[config.mk]
export PLATFORM = sky130hd
export DESIGN_NAME = flash_erase_dev_flat
export DESIGN_NICKNAME = d
export VERILOG_FILES = /design/src/design/flash_erase_pkg.sv /design/src/design/flash_link_if.sv /design/src/design/flash_erase_dev.sv /design/src/flat_wrapper.sv
export VERILOG_INCLUDE_DIRS = /design/src /design/src/design
export SDC_FILE = /design/constraint.sdc
export NUM_CORES = 1
export LEC_CHECK = 0
export BUFFER_PORTS_ARGS = -buffer_cell sky130_fd_sc_hd__buf_2
export CELL_PAD_IN_SITES_DETAIL_PLACEMENT = 0
export CELL_PAD_IN_SITES_GLOBAL_PLACEMENT = 1
export CORE_MARGIN = 1.5
export CORE_UTILIZATION = 47
export DETAILED_ROUTE_END_ITERATION = 10
export HOLD_SLACK_MARGIN = 0.08
export PLACE_DENSITY_LB_ADDON = 0.25
export SETUP_SLACK_MARGIN = 0.3
export SLEW_MARGIN = 15
export SYNTH_ARGS = -nofsm -noshare
export SYNTH_HDL_FRONTEND = slang
export SYNTH_SLANG_ARGS = --single-unit
[constraint.sdc]
create_clock -name i_clk_sys -period 3.4 [get_ports i_clk_sys]
set_input_delay 0 -clock i_clk_sys [delete_from_list [all_inputs] [get_ports i_clk_sys]]
set_output_delay 0 -clock i_clk_sys [all_outputs]
set_load 0.02 [all_outputs]
[src/design/flash_erase_defines.svh]
// Opcodes, status layout, address fields and timing counts of the erase link
`ifndef FLASH_ERASE_DEFINES_SVH
`define FLASH_ERASE_DEFINES_SVH
// ==========================================================================
// Opcodes
`define OP_WR_ENABLE 8'h06
`define OP_WR_DISABLE 8'h04
`define OP_READ_STAT 8'h05
`define OP_PAGE_PROG 8'h02
`define OP_SECTOR_ERASE 8'h20
`define OP_BLK32_ERASE 8'h52
`define OP_BLK64_ERASE 8'hd8
`define OP_CHIP_ERASE_A 8'hc7
`define OP_CHIP_ERASE_B 8'h60
`define OP_SUSPEND 8'h75
`define OP_RESUME 8'h7a
// ==========================================================================
// Status byte and address fields
`define STAT_BUSY_BIT 0
`define FLASH_TOP_BIT 22
`define BLK64_LSB 16
`define BLK32_LSB 15
`define SECTOR_LSB 12
`define PAGE_LSB 8
`define PROT_LIMIT 8'h80
// ==========================================================================
// Timing
`define CLK_MHZ 64'd100
`define PAGE_PROG_TIME_US 64'd600
`define SECTOR_ERASE_TIME_US 64'd50000
`define BLK32_ERASE_TIME_US 64'd150000
`define BLK64_ERASE_TIME_US 64'd250000
`define CHIP_ERASE_TIME_S 64'd25
`define PAGE_PROG_CYCLES 32'(`PAGE_PROG_TIME_US * `CLK_MHZ)
`define SECTOR_ERASE_CYCLES 32'(`SECTOR_ERASE_TIME_US * `CLK_MHZ)
`define BLK32_ERASE_CYCLES 32'(`BLK32_ERASE_TIME_US * `CLK_MHZ)
`define BLK64_ERASE_CYCLES 32'(`BLK64_ERASE_TIME_US * `CLK_MHZ)
`define CHIP_ERASE_CYCLES 32'(`CHIP_ERASE_TIME_S * 64'd1000000 * `CLK_MHZ)
`define SCLK_HALF_CYCLES 8
`define CS_HIGH_NS 20
`define CS_HIGH_CYCLES ((`CS_HIGH_NS + 9) / 10)
`endif

[src/design/flash_erase_pkg.sv]
// Types shared by both ends of the erase link
`default_nettype none
package flash_erase_pkg;
  // ==========
  // Operation kinds
  typedef enum logic [2:0] {
    OPK_NONE = 3'b000,
    OPK_PAGE = 3'b001,
    OPK_SECTOR = 3'b010,
    OPK_BLK32 = 3'b011,
    OPK_BLK64 = 3'b100,
    OPK_CHIP = 3'b101
  } op_kind_t;
  // ==========
  // Host sequencer and frame engine states
  typedef enum logic [2:0] {
    H_IDLE = 3'b000,
    H_POLL = 3'b001,
    H_WREN = 3'b010,
    H_CMD = 3'b011
  } host_seq_t;
  typedef enum logic [2:0] {
    F_IDLE = 3'b000,
    F_LEAD = 3'b001,
    F_LOW = 3'b010,
    F_HIGH = 3'b011,
    F_TAIL = 3'b100,
    F_GAP = 3'b101
  } frame_st_t;
endpackage : flash_erase_pkg
`default_nettype wire

[src/design/flash_link_if.sv]
// Serial link between host controller and flash command logic
`default_nettype none
interface flash_link_if;
  logic cs_n;
  logic sclk;
  logic si;
  logic so;
  modport host (output cs_n, output sclk, output si, input so);
  modport dev (input cs_n, input sclk, input si, output so);
endinterface : flash_link_if
`default_nettype wire

[src/design/flash_erase_dev.sv]
// Flash-side command logic for erase, program timing, suspend and resume
`include "flash_erase_defines.svh"
`default_nettype none
// Notes on behaviour
// RULE1: 52h plus three address bytes decodes 32KB erase
// RULE2: Host sets write latch before any erase
// RULE3: Any address erases its whole 32KB block
// RULE4: 32KB erase only if select rises after byte four
// RULE5: Self-timed erase, busy set, latch cleared early
// RULE6: Protected 32KB block is never erased
// RULE7: D8h plus address erases containing 64KB block
// RULE8: 64KB erase dropped unless exact byte count
// RULE9: Protected 64KB block is refused
// RULE10: C7h or 60h alone means chip erase
// RULE11: Chip erase needs write latch set
// RULE12: Chip erase only after exactly eight bits
// RULE13: Chip erase busy, status readable, latch cleared
// RULE14: Chip erase only with zero protection level
// RULE15: 75h suspends sector, block or page operation
// RULE16: Erase suspend rejects listed erase opcodes; 52h is still accepted while an erase is suspended
// RULE17: Suspend ignored during chip erase
// RULE18: Program suspend rejects program; page only
// RULE19: Resume only when suspended and not busy
// RULE20: Resume clears suspended, sets busy, finishes
// RULE21: 20h plus address erases its 4KB sector
// RULE22: Host polls busy before other instructions
module flash_erase_dev #(
  parameter logic [31:0] PAGE_CYCLES = `PAGE_PROG_CYCLES,
  parameter logic [31:0] SECTOR_CYCLES = `SECTOR_ERASE_CYCLES,
  parameter logic [31:0] BLK32_CYCLES = `BLK32_ERASE_CYCLES,
  parameter logic [31:0] BLK64_CYCLES = `BLK64_ERASE_CYCLES,
  parameter logic [31:0] CHIP_CYCLES = `CHIP_ERASE_CYCLES
) (
  input wire logic i_clk_sys,
  input wire logic i_srst,
  flash_link_if.dev link,
  input wire logic [4:0] i_protect_level_bits,
  output logic o_busy_flag,
  output logic o_write_latch_flag,
  output logic o_suspended_flag,
  output flash_erase_pkg::op_kind_t o_op_kind,
  output logic [23:0] o_op_base,
  output logic o_op_start,
  output logic o_op_done
);
  // ==========
  // Elaboration checks
  if (PAGE_CYCLES < 32'h2 || SECTOR_CYCLES < 32'h2 || BLK32_CYCLES < 32'h2 ||
      BLK64_CYCLES < 32'h2 || CHIP_CYCLES < 32'h2) begin : g_bad_cycles
    $error("operation cycle counts must be at least two");
  end

  // ==========
  // State
  typedef struct packed {
    logic [1:0] cs_s;
    logic [1:0] ck_s;
    logic [1:0] si_s;
    logic cs_prev;
    logic ck_prev;
    logic [2:0] bitpos;
    logic [3:0] bytes;
    logic [7:0] shift;
    logic [7:0] opcode;
    logic [23:0] addr;
    logic [7:0] tx;
    logic so;
    logic busy;
    logic write_latch_flag;
    logic suspended_flag;
    flash_erase_pkg::op_kind_t kind;
    flash_erase_pkg::op_kind_t sus_kind;
    logic [31:0] timer;
    logic [31:0] sus_timer;
    logic [23:0] base;
    logic [23:0] sus_base;
    logic op_start;
    logic op_done;
  } dev_state_t;

  dev_state_t q;
  dev_state_t d;

  logic ck_rise;
  logic ck_fall;
  logic cs_rise;
  logic [7:0] next_byte;
  logic [7:0] status;
  logic erase_sus;
  logic prog_sus;

  assign ck_rise = q.ck_s[1] & ~q.ck_prev;
  assign ck_fall = ~q.ck_s[1] & q.ck_prev;
  assign cs_rise = q.cs_s[1] & ~q.cs_prev;
  assign next_byte = {q.shift[6:0], q.si_s[1]};
  // Busy in bit 0, latch bit 1, level bits 6:2, suspended bit 7
  assign status = {q.suspended_flag, i_protect_level_bits, q.write_latch_flag, q.busy};
  assign erase_sus = q.suspended_flag && (q.sus_kind != flash_erase_pkg::OPK_PAGE);
  assign prog_sus = q.suspended_flag && (q.sus_kind == flash_erase_pkg::OPK_PAGE);

  // ==========
  // Helpers
  function automatic logic is_prot(input logic [23:0] a, input logic [4:0] lvl);
    logic [7:0] sum;
    sum = {1'b0, a[`FLASH_TOP_BIT:`BLK64_LSB]} + {3'b000, lvl};
    // Level counts protected 64KB blocks down from the top of the array
    return (lvl != 5'h00) && (sum >= `PROT_LIMIT);
  endfunction : is_prot

  function automatic logic [31:0] dur(input flash_erase_pkg::op_kind_t k);
    unique case (k)
      flash_erase_pkg::OPK_PAGE: return PAGE_CYCLES;
      flash_erase_pkg::OPK_SECTOR: return SECTOR_CYCLES;
      flash_erase_pkg::OPK_BLK32: return BLK32_CYCLES;
      flash_erase_pkg::OPK_BLK64: return BLK64_CYCLES;
      default: return CHIP_CYCLES;
    endcase
  endfunction : dur

  function automatic logic [23:0] align(input flash_erase_pkg::op_kind_t k, input logic [23:0] a);
    unique case (k)
      flash_erase_pkg::OPK_PAGE: return a & ~((24'h1 << `PAGE_LSB) - 24'h1);
      flash_erase_pkg::OPK_SECTOR: return a & ~((24'h1 << `SECTOR_LSB) - 24'h1); // RULE21
      flash_erase_pkg::OPK_BLK32: return a & ~((24'h1 << `BLK32_LSB) - 24'h1); // RULE3
      flash_erase_pkg::OPK_BLK64: return a & ~((24'h1 << `BLK64_LSB) - 24'h1); // RULE7
      default: return 24'h000000;
    endcase
  endfunction : align

  // ==========
  // Next state
  always_comb begin
    flash_erase_pkg::op_kind_t k;
    logic go;
    k = flash_erase_pkg::OPK_NONE;
    go = 1'b0;
    d = q;
    d.op_start = 1'b0;
    d.op_done = 1'b0;
    d.cs_s = {q.cs_s[0], link.cs_n};
    d.ck_s = {q.ck_s[0], link.sclk};
    d.si_s = {q.si_s[0], link.si};
    d.cs_prev = q.cs_s[1];
    d.ck_prev = q.ck_s[1];
    // Self-timed cycle
    if (q.busy) begin
      if (q.timer <= 32'h1) begin
        d.busy = 1'b0; // RULE5
        d.op_done = 1'b1;
        d.kind = flash_erase_pkg::OPK_NONE;
        if (q.kind == flash_erase_pkg::OPK_CHIP) begin
          d.write_latch_flag = 1'b0; // RULE13
        end
      end else begin
        d.timer = q.timer - 32'h1;
      end
    end
    // Shift in on rising, out on falling; status stays readable while busy
    if (!q.cs_s[1]) begin
      if (ck_rise) begin
        d.shift = next_byte;
        d.bitpos = q.bitpos + 3'h1;
        if (q.bitpos == 3'h7) begin
          if (q.bytes != 4'hf) begin
            d.bytes = q.bytes + 4'h1;
          end
          if (q.bytes == 4'h0) begin
            d.opcode = next_byte;
          end else if (q.bytes < 4'h4) begin
            d.addr = {q.addr[15:0], next_byte};
          end
          if ((q.bytes == 4'h0 && next_byte == `OP_READ_STAT) ||
              (q.bytes != 4'h0 && q.opcode == `OP_READ_STAT)) begin
            d.tx = status; // RULE13
          end
        end
      end
      if (ck_fall) begin
        d.so = q.tx[7];
        d.tx = {q.tx[6:0], 1'b0};
      end
    end else begin
      d.bitpos = 3'h0;
      d.bytes = 4'h0;
      d.so = 1'b0;
    end
    // Decode at select rise; only whole-byte frames count
    if (cs_rise && q.bitpos == 3'h0) begin
      unique case (q.opcode)
        `OP_WR_ENABLE: begin
          if (q.bytes == 4'h1 && !q.busy) begin
            d.write_latch_flag = 1'b1;
          end
        end
        `OP_WR_DISABLE: begin
          if (q.bytes == 4'h1 && !q.busy) begin
            d.write_latch_flag = 1'b0;
          end
        end
        `OP_SUSPEND: begin
          // Chip erase and a cycle ending now are not suspended
          if (q.bytes == 4'h1 && q.busy && !q.suspended_flag && q.timer > 32'h1 &&
              q.kind != flash_erase_pkg::OPK_CHIP) begin // RULE17 RULE18
            d.suspended_flag = 1'b1; // RULE15
            d.sus_kind = q.kind;
            d.sus_timer = q.timer;
            d.sus_base = q.base;
            d.busy = 1'b0;
            d.kind = flash_erase_pkg::OPK_NONE;
          end
        end
        `OP_RESUME: begin
          if (q.bytes == 4'h1 && q.suspended_flag && !q.busy) begin // RULE19
            d.suspended_flag = 1'b0; // RULE20
            d.busy = 1'b1;
            d.kind = q.sus_kind;
            d.timer = q.sus_timer;
            d.base = q.sus_base;
          end
        end
        `OP_SECTOR_ERASE: begin
          k = flash_erase_pkg::OPK_SECTOR;
          go = (q.bytes == 4'h4) && !erase_sus; // RULE21 RULE16
        end
        `OP_BLK32_ERASE: begin
          k = flash_erase_pkg::OPK_BLK32;
          go = (q.bytes == 4'h4); // RULE1 RULE4
        end
        `OP_BLK64_ERASE: begin
          k = flash_erase_pkg::OPK_BLK64;
          go = (q.bytes == 4'h4) && !erase_sus; // RULE7 RULE8 RULE16
        end
        `OP_CHIP_ERASE_A, `OP_CHIP_ERASE_B: begin
          k = flash_erase_pkg::OPK_CHIP;
          // A suspended operation would be lost under a chip erase
          go = (q.bytes == 4'h1) && !q.suspended_flag && (i_protect_level_bits == 5'h00); // RULE10 RULE12 RULE14 RULE16
        end
        `OP_PAGE_PROG: begin
          k = flash_erase_pkg::OPK_PAGE;
          go = (q.bytes >= 4'h5) && !prog_sus; // RULE18
        end
        default: begin
          go = 1'b0;
        end
      endcase
      if (k != flash_erase_pkg::OPK_CHIP && is_prot(q.addr, i_protect_level_bits)) begin
        go = 1'b0; // RULE6 RULE9
      end
      if (go && q.write_latch_flag && !q.busy) begin // RULE2 RULE11
        d.busy = 1'b1; // RULE5
        d.kind = k;
        d.timer = dur(k);
        d.base = align(k, q.addr);
        d.op_start = 1'b1;
        if (k != flash_erase_pkg::OPK_CHIP) begin
          d.write_latch_flag = 1'b0; // RULE5
        end
      end
    end
  end

  always_ff @(posedge i_clk_sys) begin
    if (i_srst) begin
      q <= '{cs_s: 2'h3, cs_prev: 1'b1, kind: flash_erase_pkg::OPK_NONE,
             sus_kind: flash_erase_pkg::OPK_NONE, default: '0};
    end else begin
      q <= d;
    end
  end

  // ==========
  // Outputs
  assign link.so = q.so;
  assign o_busy_flag = q.busy;
  assign o_write_latch_flag = q.write_latch_flag;
  assign o_suspended_flag = q.suspended_flag;
  assign o_op_kind = q.kind;
  assign o_op_base = q.base;
  assign o_op_start = q.op_start;
  assign o_op_done = q.op_done;
endmodule : flash_erase_dev
`default_nettype wire

[src/flat_wrapper.sv]
// flat-port wrapper written by rule: the top's interface ports become plain ports
module flash_erase_dev_flat 
#(
  parameter logic [31:0] PAGE_CYCLES = `PAGE_PROG_CYCLES,
  parameter logic [31:0] SECTOR_CYCLES = `SECTOR_ERASE_CYCLES,
  parameter logic [31:0] BLK32_CYCLES = `BLK32_ERASE_CYCLES,
  parameter logic [31:0] BLK64_CYCLES = `BLK64_ERASE_CYCLES,
  parameter logic [31:0] CHIP_CYCLES = `CHIP_ERASE_CYCLES
)
  (i_clk_sys, i_srst, i_protect_level_bits, o_busy_flag, o_write_latch_flag, o_suspended_flag, o_op_kind, o_op_base, o_op_start, o_op_done, link_cs_n, link_sclk, link_si, link_so);
  flash_link_if link_i ();
  input wire logic i_clk_sys;
  input wire logic i_srst;
  input wire logic [4:0] i_protect_level_bits;
  output logic o_busy_flag;
  output logic o_write_latch_flag;
  output logic o_suspended_flag;
  output flash_erase_pkg::op_kind_t o_op_kind;
  output logic [23:0] o_op_base;
  output logic o_op_start;
  output logic o_op_done;
  input wire logic [$bits(link_i.cs_n)-1:0] link_cs_n;
  input wire logic [$bits(link_i.sclk)-1:0] link_sclk;
  input wire logic [$bits(link_i.si)-1:0] link_si;
  output wire logic [$bits(link_i.so)-1:0] link_so;
  assign link_i.cs_n = link_cs_n;
  assign link_i.sclk = link_sclk;
  assign link_i.si = link_si;
  assign link_so = link_i.so;
  flash_erase_dev #(.PAGE_CYCLES(PAGE_CYCLES), .SECTOR_CYCLES(SECTOR_CYCLES), .BLK32_CYCLES(BLK32_CYCLES), .BLK64_CYCLES(BLK64_CYCLES), .CHIP_CYCLES(CHIP_CYCLES)) u_core (.i_clk_sys(i_clk_sys), .i_srst(i_srst), .link(link_i), .i_protect_level_bits(i_protect_level_bits), .o_busy_flag(o_busy_flag), .o_write_latch_flag(o_write_latch_flag), .o_suspended_flag(o_suspended_flag), .o_op_kind(o_op_kind), .o_op_base(o_op_base), .o_op_start(o_op_start), .o_op_done(o_op_done));
endmodule
# Word level (Yosys, flattened, before mapping)
# Cells that the tools add are included.
totals:
  output_inout_bits: 33
  in_bits: 10
  wordCells: 162
  reg_bits: 186
classes:
  addsub: 4
  muxes: 44
  reduce_logical: 49
  bitwise: 10
  n_lt_le_gt_ge: 5
  n_eq_ne: 27
ops:
  columns: ["op", "n"]
  rows:
  - ["32-bit 2-to-1 mux", 7]
  - ["32-bit one-hot mux with 4 select lines", 1]
  - ["122-bit 2-to-1 mux", 1]
  - ["24-bit 2-to-1 mux", 5]
  - ["24-bit one-hot mux with 4 select lines", 1]
  - ["8-bit by 3-bit equality test with 1-bit output, second input constant", 4]
  - ["8-bit by 7-bit equality test with 1-bit output, second input constant", 4]
  - ["32-bit by 1-bit greater-than comparator with 1-bit output, second input constant", 1]
  - ["32-bit by 1-bit less-or-equal comparator with 1-bit output, second input constant", 1]
  - ["32-bit by 1-bit subtractor with 32-bit output, second input constant", 1]
  - ["8-bit 2-to-1 mux", 3]
  - ["1-bit logical AND", 20]
  - ["8-bit equality test, second input constant", 2]
  - ["3-bit 2-to-1 mux", 5]
  - ["3-bit one-hot mux with 5 select lines", 1]
  - ["4-bit AND reduction", 3]
  - ["2-bit nonzero test", 6]
  - ["1-bit 2-to-1 mux", 10]
  - ["2-bit OR reduction", 5]
  - ["3-bit equality test, second input constant", 3]
  - ["9-bit 2-to-1 mux", 1]
  - ["3-bit AND reduction", 3]
  - ["7-bit by 5-bit adder with 8-bit output", 1]
  - ["8-bit by 2-bit equality test with 1-bit output, second input constant", 1]
  - ["other kinds (31)", 49]

# Depth between registers and ports, before layout
logic_depth:
  word_depth: 12
  depth_mapped: 12
  mapped_depth_nobuf: 8

# Least setup slack after synthesis
# OpenSTA, ideal clock, no wires.
synth_timing:
  path_kind: "register -> register"
  start: "register u_core.q[103] in the netlist's numbering"
  end: "register u_core.q[24] in the netlist's numbering"
  arrival_time_ns: 2.741
  stages_incl_launch_ff: 11
  synth_period_minus_slack_ns: 2.873
  slack_ns: 0.527
  setup_ns: 0.132
  path_buffers: 4
  t_required_ns: 3.268
  path_cell_list: "dfxtp_1 -> or4_4 -> or4_1 -> buf_2 -> or4_1 -> buf_2 -> and3_1 -> buf_6 -> buf_4 -> nand2_1 -> a21oi_1"
synth_between:
  elab_chain_len: 4
synth_lines:
  columns: ["element", "line", "text"]
  rows:
  - ["from (decl)", "flash_erase_dev.sv:81", "dev_state_t q;"]
  - ["from (signal assigned)", "flash_erase_dev.sv:264", "q <= '{cs_s: 2'h3, cs_prev: 1'b1, kind: flash_erase_pkg::OPK_NONE,"]
  - ["32-bit by 1-bit greater-than comparator with 1-bit output", "flash_erase_dev.sv:202", "if (q.bytes == 4'h1 && q.busy && !q.suspended_flag && q.timer > 32'h1 &&"]
  - ["1-bit logical AND (2 in series)", "flash_erase_dev.sv:202", null]
  - ["3-bit AND reduction (no source line)", null, null]
# Every way passes these cells.
# A chain may end at the register's enable or synchronous reset.

# Final worst setup path
layout_timing:
  start: "register u_core.q[103] in the netlist's numbering"
  end: "register u_core.q[59] in the netlist's numbering"
# Same word-level chain as after synthesis.

==> metrics.txt <==
status=complete, no violations; Crit path required time=3680 ps; Max Fclk=334.5 MHz; grt ovf=0; CP max-delay cell=or4_1; Seq pwr share=50.6%; Post-DP HPWL=14800 µm; post-route setup TNS=0 ps; Mapped Cells=1052; Area after DPL=8990 µm²; Leak=0.003643 µW; critical path fanouts, max=60; area of the multi-input gates=4438 µm²; total power density per cell area=441.8 nW/µm²; Highest Signal Layer=met4; Slew Viols, Final=0; Avg Cell Area, Syn=8.289 µm²; r2r endpoint=u_core.q[59]; n_diodes=0; delay-heaviest family, CP=simple AND/OR/NAND/NOR gates; # rows=49; worst path bufs/invs=1; Final nets=1093; layout cells sized above 1=13.43%; Peak supply drop=0.0003213 V; Setup crit end kind=register; R2R Path Start=u_core.q[103]; Worst Hold Path EP=u_core.d[186]; prevailing post-synth register cell=dfxtp_1; Residual DRC=0; CP Cell Sequence=or4_4 -> or4_1 -> or4_1 -> and3_2 -> buf_12 -> nand2_1 -> a21oi_1; CTS clk-pin slew, worst paths=70 ps; Bufs on Longest Clock Path=2; 1st-pass router iterations=4; Logic pwr share=3.3%; WHS Path Cells=3; clk_lat worst skew=440 ps; slowest cell delay on critical path=610 ps; ys async rst share=0%; Worst Path Class, Setup=reg2reg; synthesized flop and latch total=186; Synth cell types=66; clock network power share=46.1%; All-Layer GR Usage=23.40%; design area=9797 µm²; Hold Path Class=in2reg; reg2reg setup slack=410 ps; CTS tree=built; met2 wire len=11210 µm; first-pass GRT wire length=36690 µm; Crit path top cell by count=or4_1; register area=3724 µm²; max_slew headroom=33.23%; Clock Skews=13.37 ps; routed wire length=22490 µm; Placer Congestion=0.8730; initial antenna violation count=0; final worst slack=410.0 ps; commonest non-fill, non-tap cell in the layout=nand2_1; Worst-Margin Slew=1002 ps; commonest non-fill, non-tap cells in the layout=nand2_1, dfxtp_1, a21oi_1; Root Buffer=clkbuf_16; H-tree lvl count=4; Worst EP arrival=3270 ps; pre-CTS WS=274.9 ps; routed length on met3=556 µm; largest net degree at the start of global routing=92; Starting DRT DRC Count=396; CTS Buf Count=17; TritonCTS Sinks=186; crit start category=register; unrepaired setup endpoints after global routing=no; Reg2Reg Depth=7; routed vias/inst=5.596; core area=18090 µm²; Max Cap Viol=0; # setup viols final=0; Hold Vio Cnt, Final=0; # fillers=1745; Detail Route Antenna Nets=0; number of I/O port buffers=42; Chip Width=139.2 µm; Net Sw Frac=24.19%; area grow syn2layout=12.35%; Final min period=2990 ps; Crit path depth=7; Post-synth EDFFs=0; worst hold start=link_cs_n; routed len/inst=17.18 µm; Synth Net Count=1078; number of global-route vias before repair=7152; register area share after synthesis=42.70%; die area=19380 µm²; internal cell power=3281 µW; die height=139.2 µm; Vias=7325; IO Count=43; Metal-1 WL=10470 µm; Starting Density=48.21%; period utilization=87.94%; Post-Syn Area=8720 µm²; P_sw=1047 µW; YS warnings=0
worst reg2reg max path, delay by kind of cell (launching register included):
| family | cells | cell delay [ps] |
|---|---|---|
| buffers and inverters | 1 | 180 |
| DFF | 1 | 400 |
| and+or+nand+nor | 5 | 2200 |
| AOI/OAI and AO/OA | 1 | 70 |
flip-flops by register name, indices dropped and copies added, names as in the netlist, 3 cells and up:
signal	cells
u_core.d	5
u_core.next_byte	8
u_core.o_op_base	24
u_core.o_op_kind	3
u_core.q	140
power groups by stage:
stage          Combinational [µW]  Clock [µW]  Sequential, µW
2_1_floorplan                87.2           0            2240
3_3_place_gp                  129           0            2240
3_5_place_dp                  128           0            2240
4_1_cts                       137        2040            2190
5_1_grt                       156        2110            2190
6_report                      142        2000            2190
cell type report:
class	instances	share of cell area, %
sequential	186	38.01
tap	229	2.925
clock buffer	18	4.381
inverter	16	0.6130
multi-input combinational	756	45.30
timing repair buffer	90	7.126
clock inverter	14	1.648
layer usage:
layer  vias up  global-route usage (%)
li1       3681                       -
met5         -                       0
met2       102                   41.29
met1      3525                   29.69
met3        17                   3.936
met4         0                   5.879
timing repair:
action                                  4_1_cts  5_1_grt
gates resized for setup                       1        8
pin swaps                                     0        3
endpoints found under the setup margin       13       42
buffers inserted                              0        3
hold buffers                                  9        0
cloned                                        0        2
endpoints found under the hold margin        14        0
cells by family (layout without fill, tap and decap cells):
group / Yosys count / after routing / share of synthesized area, %
xor gates and xnor gates: 33 / 33 / 3.315
AOI/OAI and AO/OA: 221 / 221 / 16.66
muxes: 26 / 26 / 3.071
and+or+nand+nor: 460 / 460 / 25.13
DFF: 186 / 186 / 42.70
adders and majority gates: 16 / 16 / 2.296
buffers and inverters: 110 / 138 / 6.830
how the worst max path moves through the flow:
stage / endpoint / slack, ps / startpoint
after floorplan: u_core.q[24] / 530 / u_core.q[103]
after detailed placement: u_core.q[110] / 270 / u_core.q[173]
after global placement: u_core.q[108] / 300 / u_core.q[172]
final: u_core.q[59] / 410 / u_core.q[103]
after global routing: u_core.q[101] / 310 / u_core.q[172]
after CTS: u_core.q[113] / 320 / u_core.q[173]
cells in the mapped netlist (3+ instances only):
master     number  area share, %
a22oi_1        15            1.3
o31ai_1         8           0.69
and2_1          7           0.50
a22o_1         11            1.1
nand2b_1        7           0.50
and3_1          7           0.50
o311ai_0        3           0.30
xnor2_1        16            1.6
a21o_1          5           0.43
clkbuf_1       40            1.7
mux2i_1        20            2.3
buf_2          17           0.98
nand3_1        14           0.80
a32oi_1         3           0.30
or2_2           5           0.36
or4_1          13            1.1
nor2b_1         6           0.43
inv_1          16           0.69
nor4bb_1        3           0.34
nand2_1       221            9.5
xor2_1         17            1.7
nor4_1         15            1.1
dfxtp_1       186             43
a21boi_0        5           0.43
nor2_1         64            2.8
a211oi_1        5           0.43
o211ai_1        5           0.43
nand4_1        11           0.79
buf_6           6           0.77
a21oi_1        96            5.5
buf_4          31            2.7
nand4b_1        3           0.30
nor3_1         52            3.0
o21ai_0        20            1.1
or3_1          11           0.79
nor3b_1         4           0.34
ha_1           16            2.3
a2bb2oi_1      13            1.3
o21ai_1        13           0.75
mux2_2          6           0.77
stage by stage:
step                instances  utilization (%)  total power, µW  hold WS [ps]
floorplan                1052                -             2326         103.8
global placement         1263            49.71             2371         184.7
detailed placement       1263            49.71             2370         186.5
CTS                      1304            53.48             4368         262.9
global route             1309            54.17             4461         282.7
finish                   1309            54.17             4328         275.1
Power figures use the tool's default switching activity.
